[config.mk]
export PLATFORM = sky130hd
export DESIGN_NAME = scp_clock_ctrl
export DESIGN_NICKNAME = d
export VERILOG_FILES = /design/src/scp_pkg.sv /design/src/scp_clock_ctrl.sv
export SDC_FILE = /design/constraint.sdc
export NUM_CORES = 1
export LEC_CHECK = 0
export BUFFER_PORTS_ARGS = -buffer_cell sky130_fd_sc_hd__clkbuf_2
export CAP_MARGIN = 0
export CORE_MARGIN = 4
export CORE_UTILIZATION = 24
export DETAILED_ROUTE_END_ITERATION = 8
export GPL_TIMING_DRIVEN = 0
export PLACE_DENSITY_LB_ADDON = 0.3
export SKIP_CTS_REPAIR_TIMING = 1
export SYNTH_ARGS = -nofsm -noshare
export SYNTH_HDL_FRONTEND = slang
export SYNTH_SLANG_ARGS = --single-unit
[constraint.sdc]
create_clock -name i_mclk -period 2.6 [get_ports i_mclk]
set_clock_uncertainty 0.05 [all_clocks]
set_input_delay 0.39 -clock i_mclk [delete_from_list [all_inputs] [get_ports i_mclk]]
set_output_delay 0.39 -clock i_mclk [all_outputs]
set_load 0.02 [all_outputs]
[src/scp_pkg.sv]
/*
 * Shared constants for the system clock source and PLL control block:
 * register offsets, field positions, reset values, mode codes, counts.
 * Assumes a Wishbone classic slave with 32-bit data and byte addressing.
 */
package scp_pkg;
    // register byte offsets
    localparam logic [3:0] ADR_PLL_CTRL = 4'h0;
    localparam logic [3:0] ADR_OSC_CTRL = 4'h4;
    localparam logic [3:0] ADR_FEATURES = 4'h8;

    // pll_block_control fields
    localparam int POST_RATIO_BIT = 7;
    localparam int MULT_EN_BIT = 6;
    localparam int POST_EN_BIT = 5;
    localparam int PRE_RATIO_BIT = 4;
    localparam logic [7:0] PLL_CTRL_RST = 8'h00;

    // osc_control_reg fields
    localparam int IDLE_EN_BIT = 7;
    localparam int RUN_DEFAULT_BIT = 3;
    localparam logic [7:0] OSC_CTRL_RST = 8'h00;

    // feature register fields
    localparam int FAILSAFE_BIT = 0;
    localparam int WATCHDOG_BIT = 1;
    localparam int TWO_SPEED_BIT = 2;
    localparam int TIMER_OSC_BIT = 3;
    localparam int CFG_LSB = 4;
    localparam logic [3:0] FEATURES_RST = 4'h0;

    // oscillator configuration field, bits 1:0, bit 2 is default select
    localparam logic [1:0] CFG_CRYSTAL = 2'h0;
    localparam logic [1:0] CFG_CRYSTAL_MULT = 2'h1;
    localparam logic [1:0] CFG_EXT_CLOCK = 2'h2;
    localparam logic [1:0] CFG_EXT_MULT = 2'h3;
    localparam int DEFAULT_SEL_BIT = 2;

    // sysclk_source_select codes
    localparam logic [1:0] SEL_DEFAULT = 2'h0;
    localparam logic [1:0] SEL_TIMER = 2'h1;
    localparam logic [1:0] SEL_PRIMARY = 2'h2;
    localparam logic [1:0] SEL_INTERNAL = 2'h3;

    // divider and multiplier figures
    localparam logic [2:0] MULT_FACTOR = 3'h5;
    localparam logic [1:0] DIV_NONE = 2'h1;
    localparam logic [1:0] DIV_TWO = 2'h2;
    localparam logic [1:0] DIV_THREE = 2'h3;

    // timing counts, in edges of the clock concerned
    localparam logic [1:0] OLD_CLK_EDGES = 2'h2;
    localparam logic [1:0] NEW_CLK_EDGES = 2'h3;
    localparam int OSC_START_EDGES = 1024;
    localparam logic [1:0] OUT_HALF_EDGES = 2'h2;

    typedef enum logic [1:0] {SRC_SLOW, SRC_TIMER, SRC_PRIMARY} scp_src_t;
    typedef enum logic [1:0] {SW_IDLE, SW_OLD, SW_NEW} scp_sw_state_t;
endpackage

[src/scp_clock_ctrl.sv]
/*
 * System clock source selection and PLL block control.
 * Software reaches the control registers over Wishbone classic. The
 * oscillator signals arrive from outside and are sampled on i_mclk; the
 * block models the clock tree as gates, enables and ratio outputs.
 */
// Local design decisions: register access over Wishbone and the placing of the registers.
`timescale 1ns/1ps
`default_nettype none

// Functional notes
// - external clock modes skip start-up wait
// - plain external mode drives input divided four
// - feedback off in external, on crystal
// - slow oscillator clocks configuration load
// - slow oscillator on when selected or needed
// - configuration bit picks default start source
// - pre-divider two/three, post-divider one/two/three
// - multiplier multiplies pre-divided clock by five
// - bit 7 selects post ratio
// - bit 6 enables multiplier
// - multiplier bit only in multiplied modes
// - bit 5 enables post-divider
// - bit 4 selects pre ratio
// - low four bits read zero
// - pre-divider bypassed when both others off
// - clock ratio follows configuration table
// - three sources, three-bit primary configuration
// - timer oscillator is secondary source
// - select field codes internal, primary, timer
// - select zero follows default configuration bit
// - switch pauses two old, three new edges
module scp_clock_ctrl #(
    parameter int START_EDGES = scp_pkg::OSC_START_EDGES
) (
    // clock and reset
    input wire logic i_mclk,
    input wire logic i_sys_rst,
    // wishbone classic slave
    input wire logic i_wb_cyc,
    input wire logic i_wb_stb,
    input wire logic i_wb_we,
    input wire logic [3:0] i_wb_adr,
    input wire logic [31:0] i_wb_dat,
    input wire logic [3:0] i_wb_sel,
    output logic [31:0] o_wb_dat,
    output logic o_wb_ack,
    // configuration and power state
    input wire logic [2:0] i_osc_config,
    input wire logic i_sleep,
    // oscillator signals from outside
    input wire logic i_osc_in_pin,
    input wire logic i_timer_osc,
    input wire logic i_slow_internal_osc,
    // clock tree controls
    output logic o_osc_out_pin,
    output logic o_osc_out_oe_n,
    output logic o_feedback_en,
    output logic o_slow_osc_en,
    output logic o_config_loading,
    output logic o_primary_ready,
    output logic o_sysclk_run,
    output logic [1:0] o_active_src,
    output logic o_mult_en,
    output logic [1:0] o_pre_div,
    output logic [1:0] o_post_div
);
    localparam int SCW = $clog2(START_EDGES + 1);
    // pll_block_control keeps only bits 7:4, indexed from bit 4
    localparam int MULT_EN_IDX = scp_pkg::MULT_EN_BIT - 4;
    localparam int POST_IDX = scp_pkg::POST_RATIO_BIT - 4;
    localparam int POST_EN_IDX = scp_pkg::POST_EN_BIT - 4;
    localparam int PRE_IDX = scp_pkg::PRE_RATIO_BIT - 4;

    // input sampling, third stage only feeds edge detection
    logic [2:0] sync1_reg;
    logic [2:0] sync2_reg;
    logic [2:0] sync3_reg;
    logic [2:0] rise;

    always_ff @(posedge i_mclk or posedge i_sys_rst) begin
        if (i_sys_rst) begin
            sync1_reg <= 3'h0;
            sync2_reg <= 3'h0;
            sync3_reg <= 3'h0;
        end else begin
            sync1_reg <= {i_osc_in_pin, i_timer_osc, i_slow_internal_osc};
            sync2_reg <= sync1_reg;
            sync3_reg <= sync2_reg;
        end
    end
    assign rise = sync2_reg & ~sync3_reg;

    // configuration captured after reset release, slow osc runs meanwhile
    logic cfg_loaded_reg;
    logic [2:0] cfg_reg;
    logic crystal_mode;
    logic multiplied_mode;

    always_ff @(posedge i_mclk or posedge i_sys_rst) begin
        if (i_sys_rst) begin
            cfg_loaded_reg <= 1'b0;
            cfg_reg <= 3'h0;
        end else if (!cfg_loaded_reg) begin
            cfg_loaded_reg <= 1'b1;
            cfg_reg <= i_osc_config;
        end
    end
    assign crystal_mode = (cfg_reg[1:0] == scp_pkg::CFG_CRYSTAL) ||
        (cfg_reg[1:0] == scp_pkg::CFG_CRYSTAL_MULT);
    assign multiplied_mode = (cfg_reg[1:0] == scp_pkg::CFG_CRYSTAL_MULT) ||
        (cfg_reg[1:0] == scp_pkg::CFG_EXT_MULT);

    // registers
    logic [3:0] pll_reg;
    logic [7:0] osc_reg;
    logic [3:0] feat_reg;
    logic wr_en;
    logic wr_lane;
    logic mult_eff;

    assign wr_en = i_wb_cyc && i_wb_stb && i_wb_we && !o_wb_ack;
    assign wr_lane = wr_en && i_wb_sel[0];
    // multiplier bit is dead outside the multiplied modes
    assign mult_eff = pll_reg[MULT_EN_IDX] && multiplied_mode;

    always_ff @(posedge i_mclk or posedge i_sys_rst) begin
        if (i_sys_rst) begin
            pll_reg <= scp_pkg::PLL_CTRL_RST[7:4];
        end else if (wr_lane && i_wb_adr == scp_pkg::ADR_PLL_CTRL) begin
            pll_reg <= i_wb_dat[7:4];
        end
    end

    always_ff @(posedge i_mclk or posedge i_sys_rst) begin
        if (i_sys_rst) begin
            osc_reg <= scp_pkg::OSC_CTRL_RST;
        end else if (wr_lane && i_wb_adr == scp_pkg::ADR_OSC_CTRL) begin
            osc_reg[scp_pkg::IDLE_EN_BIT] <= i_wb_dat[scp_pkg::IDLE_EN_BIT];
            // timer source request ignored while its oscillator is off
            if (i_wb_dat[1:0] != scp_pkg::SEL_TIMER ||
                    feat_reg[scp_pkg::TIMER_OSC_BIT]) begin
                osc_reg[1:0] <= i_wb_dat[1:0];
            end
        end
    end

    always_ff @(posedge i_mclk or posedge i_sys_rst) begin
        if (i_sys_rst) begin
            feat_reg <= scp_pkg::FEATURES_RST;
        end else if (wr_lane && i_wb_adr == scp_pkg::ADR_FEATURES) begin
            feat_reg <= i_wb_dat[3:0];
        end
    end

    // requested source decode
    scp_pkg::scp_src_t target;
    always_comb begin
        target = scp_pkg::SRC_SLOW;
        if (!cfg_loaded_reg) begin
            target = scp_pkg::SRC_SLOW;
        end else begin
            case (osc_reg[1:0])
                scp_pkg::SEL_INTERNAL: target = scp_pkg::SRC_SLOW;
                scp_pkg::SEL_PRIMARY: target = scp_pkg::SRC_PRIMARY;
                scp_pkg::SEL_TIMER: target = scp_pkg::SRC_TIMER;
                default: begin
                    if (cfg_reg[scp_pkg::DEFAULT_SEL_BIT]) begin
                        target = scp_pkg::SRC_PRIMARY;
                    end else begin
                        target = scp_pkg::SRC_SLOW;
                    end
                end
            endcase
        end
    end

    // primary start-up: crystal waits for edges, external clock does not
    logic [SCW-1:0] start_cnt_reg;
    logic ready_reg;

    always_ff @(posedge i_mclk or posedge i_sys_rst) begin
        if (i_sys_rst) begin
            start_cnt_reg <= '0;
            ready_reg <= 1'b0;
        end else if (!cfg_loaded_reg) begin
            start_cnt_reg <= '0;
            ready_reg <= 1'b0;
        end else if (!crystal_mode) begin
            ready_reg <= 1'b1;
        end else if (i_sleep) begin
            start_cnt_reg <= '0;
            ready_reg <= 1'b0;
        end else if (!ready_reg && rise[2]) begin
            if (start_cnt_reg == SCW'(START_EDGES - 1)) begin
                ready_reg <= 1'b1;
            end
            start_cnt_reg <= start_cnt_reg + SCW'(1);
        end
    end

    // glitch-free switch sequence
    scp_pkg::scp_sw_state_t sw_state_reg;
    scp_pkg::scp_src_t cur_reg;
    scp_pkg::scp_src_t next_reg;
    logic [1:0] sw_cnt_reg;
    logic cur_edge;
    logic next_edge;
    logic next_ok;

    function automatic logic src_edge(input scp_pkg::scp_src_t s,
                                      input logic [2:0] r);
        case (s)
            scp_pkg::SRC_PRIMARY: src_edge = r[2];
            scp_pkg::SRC_TIMER: src_edge = r[1];
            default: src_edge = r[0];
        endcase
    endfunction

    assign cur_edge = src_edge(cur_reg, rise);
    assign next_edge = src_edge(next_reg, rise);
    assign next_ok = (target != scp_pkg::SRC_PRIMARY) || ready_reg;

    always_ff @(posedge i_mclk or posedge i_sys_rst) begin
        if (i_sys_rst) begin
            sw_state_reg <= scp_pkg::SW_IDLE;
            cur_reg <= scp_pkg::SRC_SLOW;
            next_reg <= scp_pkg::SRC_SLOW;
            sw_cnt_reg <= 2'h0;
            o_sysclk_run <= 1'b0;
        end else begin
            case (sw_state_reg)
                scp_pkg::SW_IDLE: begin
                    o_sysclk_run <= !(cur_reg == scp_pkg::SRC_PRIMARY &&
                        !ready_reg);
                    if (target != cur_reg && next_ok) begin
                        next_reg <= target;
                        sw_cnt_reg <= 2'h0;
                        o_sysclk_run <= 1'b0;
                        sw_state_reg <= scp_pkg::SW_OLD;
                    end
                end
                scp_pkg::SW_OLD: begin
                    if (cur_edge) begin
                        if (sw_cnt_reg == scp_pkg::OLD_CLK_EDGES - 2'h1) begin
                            sw_cnt_reg <= 2'h0;
                            sw_state_reg <= scp_pkg::SW_NEW;
                        end else begin
                            sw_cnt_reg <= sw_cnt_reg + 2'h1;
                        end
                    end
                end
                scp_pkg::SW_NEW: begin
                    if (next_edge) begin
                        if (sw_cnt_reg == scp_pkg::NEW_CLK_EDGES - 2'h1) begin
                            cur_reg <= next_reg;
                            o_sysclk_run <= 1'b1;
                            sw_state_reg <= scp_pkg::SW_IDLE;
                        end else begin
                            sw_cnt_reg <= sw_cnt_reg + 2'h1;
                        end
                    end
                end
                default: sw_state_reg <= scp_pkg::SW_IDLE;
            endcase
        end
    end

    // divided output on the second oscillator pin
    logic [1:0] out_cnt_reg;
    logic ext_plain;
    assign ext_plain = cfg_loaded_reg &&
        cfg_reg[1:0] == scp_pkg::CFG_EXT_CLOCK;

    always_ff @(posedge i_mclk or posedge i_sys_rst) begin
        if (i_sys_rst) begin
            out_cnt_reg <= 2'h0;
            o_osc_out_pin <= 1'b0;
            o_osc_out_oe_n <= 1'b1;
        end else begin
            o_osc_out_oe_n <= !ext_plain;
            if (!ext_plain) begin
                out_cnt_reg <= 2'h0;
                o_osc_out_pin <= 1'b0;
            end else if (rise[2]) begin
                // toggle every second input edge gives a quarter rate
                if (out_cnt_reg == scp_pkg::OUT_HALF_EDGES - 2'h1) begin
                    out_cnt_reg <= 2'h0;
                    o_osc_out_pin <= !o_osc_out_pin;
                end else begin
                    out_cnt_reg <= out_cnt_reg + 2'h1;
                end
            end
        end
    end

    // enables and clock tree ratios
    always_ff @(posedge i_mclk or posedge i_sys_rst) begin
        if (i_sys_rst) begin
            o_feedback_en <= 1'b0;
            o_slow_osc_en <= 1'b1;
            o_config_loading <= 1'b1;
            o_primary_ready <= 1'b0;
            o_active_src <= scp_pkg::SEL_INTERNAL;
            o_mult_en <= 1'b0;
            o_pre_div <= scp_pkg::DIV_NONE;
            o_post_div <= scp_pkg::DIV_NONE;
        end else begin
            o_feedback_en <= cfg_loaded_reg && crystal_mode;
            o_slow_osc_en <= !cfg_loaded_reg ||
                cur_reg == scp_pkg::SRC_SLOW ||
                target == scp_pkg::SRC_SLOW ||
                feat_reg[scp_pkg::FAILSAFE_BIT] ||
                feat_reg[scp_pkg::WATCHDOG_BIT] ||
                feat_reg[scp_pkg::TWO_SPEED_BIT];
            o_config_loading <= !cfg_loaded_reg;
            o_primary_ready <= ready_reg;
            case (cur_reg)
                scp_pkg::SRC_PRIMARY: o_active_src <= scp_pkg::SEL_PRIMARY;
                scp_pkg::SRC_TIMER: o_active_src <= scp_pkg::SEL_TIMER;
                default: o_active_src <= scp_pkg::SEL_INTERNAL;
            endcase
            o_mult_en <= mult_eff;
            if (!mult_eff && !pll_reg[POST_EN_IDX]) begin
                o_pre_div <= scp_pkg::DIV_NONE;
            end else begin
                o_pre_div <= pll_reg[PRE_IDX] ? scp_pkg::DIV_TWO :
                    scp_pkg::DIV_THREE;
            end
            if (!pll_reg[POST_EN_IDX]) begin
                o_post_div <= scp_pkg::DIV_NONE;
            end else begin
                o_post_div <= pll_reg[POST_IDX] ? scp_pkg::DIV_TWO :
                    scp_pkg::DIV_THREE;
            end
        end
    end

    // bus answer one cycle after the request, unmapped reads give zero
    logic [7:0] rd_byte;
    logic run_default;
    assign run_default = cur_reg == scp_pkg::SRC_PRIMARY &&
        cfg_reg[scp_pkg::DEFAULT_SEL_BIT];

    always_comb begin
        rd_byte = 8'h00;
        case (i_wb_adr)
            scp_pkg::ADR_PLL_CTRL: begin
                rd_byte = {pll_reg[POST_IDX], mult_eff,
                    pll_reg[POST_EN_IDX], pll_reg[PRE_IDX], 4'h0};
            end
            scp_pkg::ADR_OSC_CTRL: begin
                rd_byte = {osc_reg[scp_pkg::IDLE_EN_BIT], 3'h0,
                    run_default, 1'b0, osc_reg[1:0]};
            end
            scp_pkg::ADR_FEATURES: begin
                rd_byte = {1'b0, cfg_reg, feat_reg};
            end
            default: rd_byte = 8'h00;
        endcase
    end

    always_ff @(posedge i_mclk or posedge i_sys_rst) begin
        if (i_sys_rst) begin
            o_wb_ack <= 1'b0;
            o_wb_dat <= 32'h0;
        end else begin
            o_wb_ack <= i_wb_cyc && i_wb_stb && !o_wb_ack;
            if (i_wb_cyc && i_wb_stb && !o_wb_ack && !i_wb_we) begin
                o_wb_dat <= {24'h0, rd_byte};
            end
        end
    end
endmodule

`default_nettype wire

==> results of run 1 <==
-- cell usage in the layout (no fill, tap or decap), drive strengths merged, types with 6 or more instances in the layout --
| master | instances |
|---|---|
| dfrtp | 62 |
| nor2b | 6 |
| nand3b | 7 |
| nand3 | 7 |
| ha | 14 |
| conb | 25 |
| mux2i | 9 |
| clkbuf | 64 |
| buf | 25 |
| dfstp | 7 |
| a21oi | 8 |
| mux2 | 15 |
| inv | 25 |
| nor2 | 23 |
| nand2 | 19 |
| xnor2 | 9 |
| o21ai | 13 |
-- metrics by stage --
stage / instances / worst slack [ns] / instance area, um^2
floorplan: 336 / 0.432 / 3450
global placement: 562 / -0.427 / 3910
detailed placement: 562 / 0.463 / 3910
CTS: 578 / 0.525 / 4220
global route: 578 / 0.419 / 4220
finish: 578 / 0.516 / 4220
-- cells by family after synthesis --
group / Yosys count
xor+xnor: 9
other cells: 2
flops: 69
fa+ha+maj: 14
buf+inv: 56
simple gates: 87
compound gates: 52
mux: 24
-- path summary, 6_finish.rpt --
check                              from             end  cells past startpoint
max                         next_reg[0]   sw_cnt_reg[0]                      6
min                         i_timer_osc    sync1_reg[1]                      1
max reg2reg                 next_reg[0]   sw_cnt_reg[0]                      6
min reg2reg                sync1_reg[1]    sync2_reg[1]                      0
max in group asynchronous     i_sys_rst    sync1_reg[0]                      2
min in group asynchronous     i_sys_rst  out_cnt_reg[1]                      2
-- power by group through the flow --
stage,clock network (mW),registers (mW),logic (mW)
floorplan,0,1.26,0.466
global placement,0,1.24,0.629
detailed placement,0,1.25,0.638
CTS,1.29,1.23,0.641
global route,1.34,1.24,0.719
finish,1.26,1.23,0.633
-- metal layers --
metal | global-route usage (%) | share of wire [%] | vias to the layer above
li1 | - | - | 1192
met4 | 3.34 | 1.6 | 0
met2 | 14.5 | 46 | 54
met3 | 3.54 | 6.3 | 11
met5 | 0 | 0 | -
met1 | 11.4 | 46 | 1137
-- worst max-delay path: stages (launching register included) --
cell     delay [ns]
dfrtp_1        0.35
inv_1          0.08
ha_1           0.35
and3b_1        0.20
a211o_1        0.28
a221o_1        0.35
mux2_4         0.31
-- layout make-up --
class                      count  area share [%]
inverter                      25            2.31
sequential                    69            41.1
tap                          180            5.33
timing repair buffer          46            5.45
buffer                        31            5.07
multi-input combinational    211            33.4
clock buffer                  12            6.07
clock inverter                 4            1.30
==> results.sh, run 1 <==
export IMPL_status="complete, no violations"
export IMPL_core_um2=13800
export IMPL_crit_type="reg2reg"
export IMPL_setup_viol=0
export IMPL_synth_cells=313
export IMPL_synth_top_cells_by_area="dfrtp_1, dfstp_2, buf_4"
export IMPL_hold_violations=0
export IMPL_place_congestion=0.768
export IMPL_htree_levels=3
export IMPL_period_minus_slack_ns=2.08
export IMPL_final_nets=459
export IMPL_finalPower_mw=3.12
export IMPL_synth_top_cell_by_area="dfrtp_1"
export IMPL_regArea_um2=1740
export IMPL_viasPerCell=4.14
export IMPL_p_clk_share_pct=40.3
export IMPL_ios=99
export IMPL_muxShareOfSynthArea_pct=7.80
export IMPL_synth_simple_area_share_pct=13.3
export IMPL_ys_seq_area_share_pct=51.5
export IMPL_worstPathMaxFanout=5
export IMPL_area_growth_pct=25.4
export IMPL_synth_xor_area_share_pct=2.34
export IMPL_avgRoutedWirePerCell_um=11.9
export IMPL_start_util_pct=24.4
export IMPL_synth_distinct_cells=47
export IMPL_synth_most_common_cell="dfrtp_1"
export IMPL_first_pass_iters=4
export IMPL_initialDrtViolationCount=92
export IMPL_swShare_pct=28.2
export IMPL_drtAntennaViolNets=0
export IMPL_final_util_pct=30.5
export IMPL_synth_top_family_by_area="simple AND/OR/NAND/NOR gates"
export IMPL_vias=2394
export IMPL_cts_clk_slew_worst_paths_ns=0.06
export IMPL_overflow=0
export IMPL_synth_compound_area_share_pct=10.4
export IMPL_grt_max_degree=70
export IMPL_die_area_um2=16000
export IMPL_synth_cell_area_um2=3370
export IMPL_start_kind="flip-flop"
export IMPL_grt_usage_pct=9.16
export IMPL_antennaDiodeCount=0
export IMPL_io_buffers=46
export IMPL_synth_top_area_share_pct=46.1
export IMPL_largest_register_ffs=11
export IMPL_p_per_area_nw_per_um2=738
export IMPL_required_ns=2.76
export IMPL_cap_violations=0
export IMPL_antenna_found_initial=0
export IMPL_die_w_um=126
export IMPL_ir_drop_uv=290
export IMPL_grt_first_pass_wirelength_um=11800
export IMPL_cts_tree="yes"
export IMPL_slew_headroom_pct=43.9
export IMPL_critical_path_arrival_ns=2.25
export IMPL_fill_cells=1426
export IMPL_timing_hold_ws_ns=0.115
export IMPL_rsz0062_at_grt="false"
export IMPL_p_comb_share_pct=20.3
export IMPL_synthTopCellsByCount="dfrtp_1, buf_4, inv_1, nor2_1, nand2_1"
export IMPL_hold_class="in2reg"
export IMPL_ctsLongestPathBuffers=2
export IMPL_multi_input_area_um2=1410
export IMPL_cts_buffers=9
export IMPL_final_layout_size_suffix_gt1_share_pct=28.4
export IMPL_hpwl_um=5120
export IMPL_grt_pass1_vias=2460
export IMPL_yosysWarnings=0
export IMPL_pwr_share_seq_pct=39.4
export IMPL_cts_root_buffer="clkbuf_16"
export IMPL_slew_violations=0
export IMPL_r2r_slack_ns=0.52
export IMPL_synth_seq_cells=69
export IMPL_synth_fa_ha_area_share_pct=5.20
export IMPL_cp_end_kind="flip-flop"
export IMPL_max_freq_mhz=480
export IMPL_internal_power_mw=2.24
export IMPL_clock_latency_ns=0.33
export IMPL_fin_crit_sh_pct=80.2
export IMPL_drc=0
export IMPL_tns_ns=0
export IMPL_die_height_um=126
export IMPL_syn_avg_cell_area_um2=10.8
export IMPL_wl_um=6900
export IMPL_async_flop_share_pct=100
export IMPL_switchingPower_mw=0.880
export IMPL_worstMarginPinSlew_ns=0.842
export IMPL_cts_sink_count=69
export IMPL_synth_ff_type="dfrtp_1"
export IMPL_rows=43
export IMPL_power_leakage_nw=1.95
export IMPL_synth_edf_count=0
(Power assumes the default switching activity.)
==> inputs of run 2 (changes only) <==
- clock period: 2.6 -> 2.1 ns (I/O delays scaled with it)
==> run 2 against run 1 <==
  * Via count is 1.3% higher
  * Worst hold slack worse by 0.076 ns
  * Clock-buffer cell count stayed put
  * Clock power is 24% higher
  * Combinational power is 39% higher
  * First-iteration DRC count is 2.2% higher
  * Setup slack worse by 0.45 ns
  * Cell count is 0.87% higher
  * Global-route usage stayed put
==> results.sh, run 2 (synthesized netlist as in run 1, its figures left out) <==
export IMPL_viasPerCell=4.16
export IMPL_layout_commonest_cell="dfrtp_1"
export IMPL_overflow=0
export IMPL_period_minus_slack_ns=2.04
export IMPL_fin_crit_sh_pct=97.0
export IMPL_max_freq_mhz=491
export IMPL_antennaDiodeCount=0
export IMPL_hold_violations=0
export IMPL_grt_first_pass_wirelength_um=11800
export IMPL_critPathSlowestCell="dfrtp_2"
export IMPL_cts_root_buffer="clkbuf_16"
export IMPL_r2r_slack_ns=0.06
export IMPL_stdcell_count=583
export IMPL_cts_sink_count=69
export IMPL_p_per_area_nw_per_um2=925
export IMPL_start_kind="flip-flop"
export IMPL_avgRoutedWirePerCell_um=12.2
export IMPL_place_ws_ns=0.0352
export IMPL_cts_clk_slew_worst_paths_ns=0.06
export IMPL_largest_register_ffs=11
export IMPL_ios=99
export IMPL_holdCritStartpoint="i_timer_osc"
export IMPL_path_cells="inv_1 > ha_1 > inv_1 > a31oi_1 > o21ai_0 > a221o_1 > mux2_4"
export IMPL_worstPathMaxFanout=6
export IMPL_start_util_pct=24.4
export IMPL_initialDrtViolationCount=94
export IMPL_die_w_um=126
export IMPL_first_pass_iters=4
export IMPL_slew_headroom_pct=44.1
export IMPL_grt_max_degree=70
export IMPL_worstSetupStartpoint="cur_reg[0]"
export IMPL_r2r_end="sw_cnt_reg[0]"
export IMPL_wl_um=7110
export IMPL_cp_end_kind="flip-flop"
export IMPL_r2r_cells=7
export IMPL_crit_end="sw_cnt_reg[0]"
export IMPL_hold_class="in2reg"
export IMPL_drc=0
export IMPL_vias=2425
export IMPL_drtAntennaViolNets=0
export IMPL_cp_buffers_inverters=2
export IMPL_tns_ns=0
export IMPL_die_height_um=126
export IMPL_htree_levels=3
export IMPL_antenna_found_initial=0
export IMPL_layout_common_cells="dfrtp_1, clkbuf_2, buf_4, conb_1, nor2_1"
export IMPL_cp_depth=7
export IMPL_io_buffers=46
export IMPL_final_layout_size_suffix_gt1_share_pct=30.5
export IMPL_die_area_um2=16000
export IMPL_cpPeakStageDelay_ns=0.41
export IMPL_core_um2=13800
export IMPL_slew_violations=0
export IMPL_power_leakage_nw=1.97
export IMPL_setup_viol=0
export IMPL_crit_type="reg2reg"
export IMPL_ctsLongestPathBuffers=2
export IMPL_status="complete, no violations"
export IMPL_cp_common_cell="inv_1"
export IMPL_ir_drop_uv=360
export IMPL_grt_pass1_vias=2460
export IMPL_final_nets=464
export IMPL_critPathTopFamily="compound AO/OA/AOI/OAI gates"
export IMPL_required_ns=2.26
export IMPL_rows=43
export IMPL_layout_setup_ws_ns=0.0624
export IMPL_cts_buffers=9
export IMPL_timing_rr_start="cur_reg[0]"
export IMPL_cap_violations=0
export IMPL_critical_path_arrival_ns=2.20
export IMPL_dp_cells=562
export IMPL_hpwl_um=5120
export IMPL_clock_latency_ns=0.33
export IMPL_grt_usage_pct=9.16
export IMPL_area_growth_pct=27.0
export IMPL_worstMarginPinSlew_ns=0.839
export IMPL_fill_cells=1425
export IMPL_cts_tree="yes"
export IMPL_place_congestion=0.768
==> run 2: cell count changes in the layout (fill, tap and decap cells not counted) <==
cell,change
dfrtp_1,-2
buf_4,+5
ha_4,+1
inv_1,-2
inv_2,+2
ha_1,-1
dfrtp_2,+2
==> run 2: worst min path at each step <==
stage / slack (ns) / end / cells past startpoint
detailed placement: 0.29 / sync2_reg[1] / 0
finish: 0.04 / sync1_reg[1] / 1
global placement: 0.29 / sync2_reg[2] / 0
CTS: 0.03 / sync1_reg[1] / 1
floorplan: 0.28 / sync2_reg[0] / 0
global route: 0.03 / sync1_reg[1] / 1
==> run 2: where the power goes <==
| group | switching, mW | internal (mW) | leakage, nW |
|---|---|---|---|
| sequential | 0.0789 | 1.44 | 0.883 |
| combinational | 0.483 | 0.394 | 0.937 |
| clock | 0.566 | 0.990 | 0.149 |
==> run 2: metal layers <==
layer	track usage, %	wire, um	share of wire, %	vias to the layer above
met2	14.5	3380	48	66
met1	11.4	3160	44	1144
met3	3.54	453	6.4	12
met5	0	0	0	-
li1	-	-	-	1203
met4	3.34	112	1.6	0
==> run 2: metrics by stage <==
step | hold slack [ns] | power (mW) | utilization, % | instance area [um^2]
floorplan | 0.281 | 2.14 | - | 3450
CTS | 0.0254 | 3.91 | 30.5 | 4220
global placement | 0.286 | 2.32 | 28.3 | 3910
finish | 0.0400 | 3.96 | 30.9 | 4280
global route | 0.0269 | 4.19 | 30.9 | 4280
detailed placement | 0.290 | 2.33 | 28.3 | 3910
==> run 2: area by class of cell <==
cell class              instances  area [um^2]  area share [%]
plain buffers                  31          214            5.00
clock buffers                  12          256            6.00
clock inverters                 4         55.1            1.29
inverters                      25         97.6            2.28
multi-input cells             211         1420            33.2
flip-flops and latches         69         1740            40.6
well taps                     180          225            5.27
repair buffers                 51          268            6.26
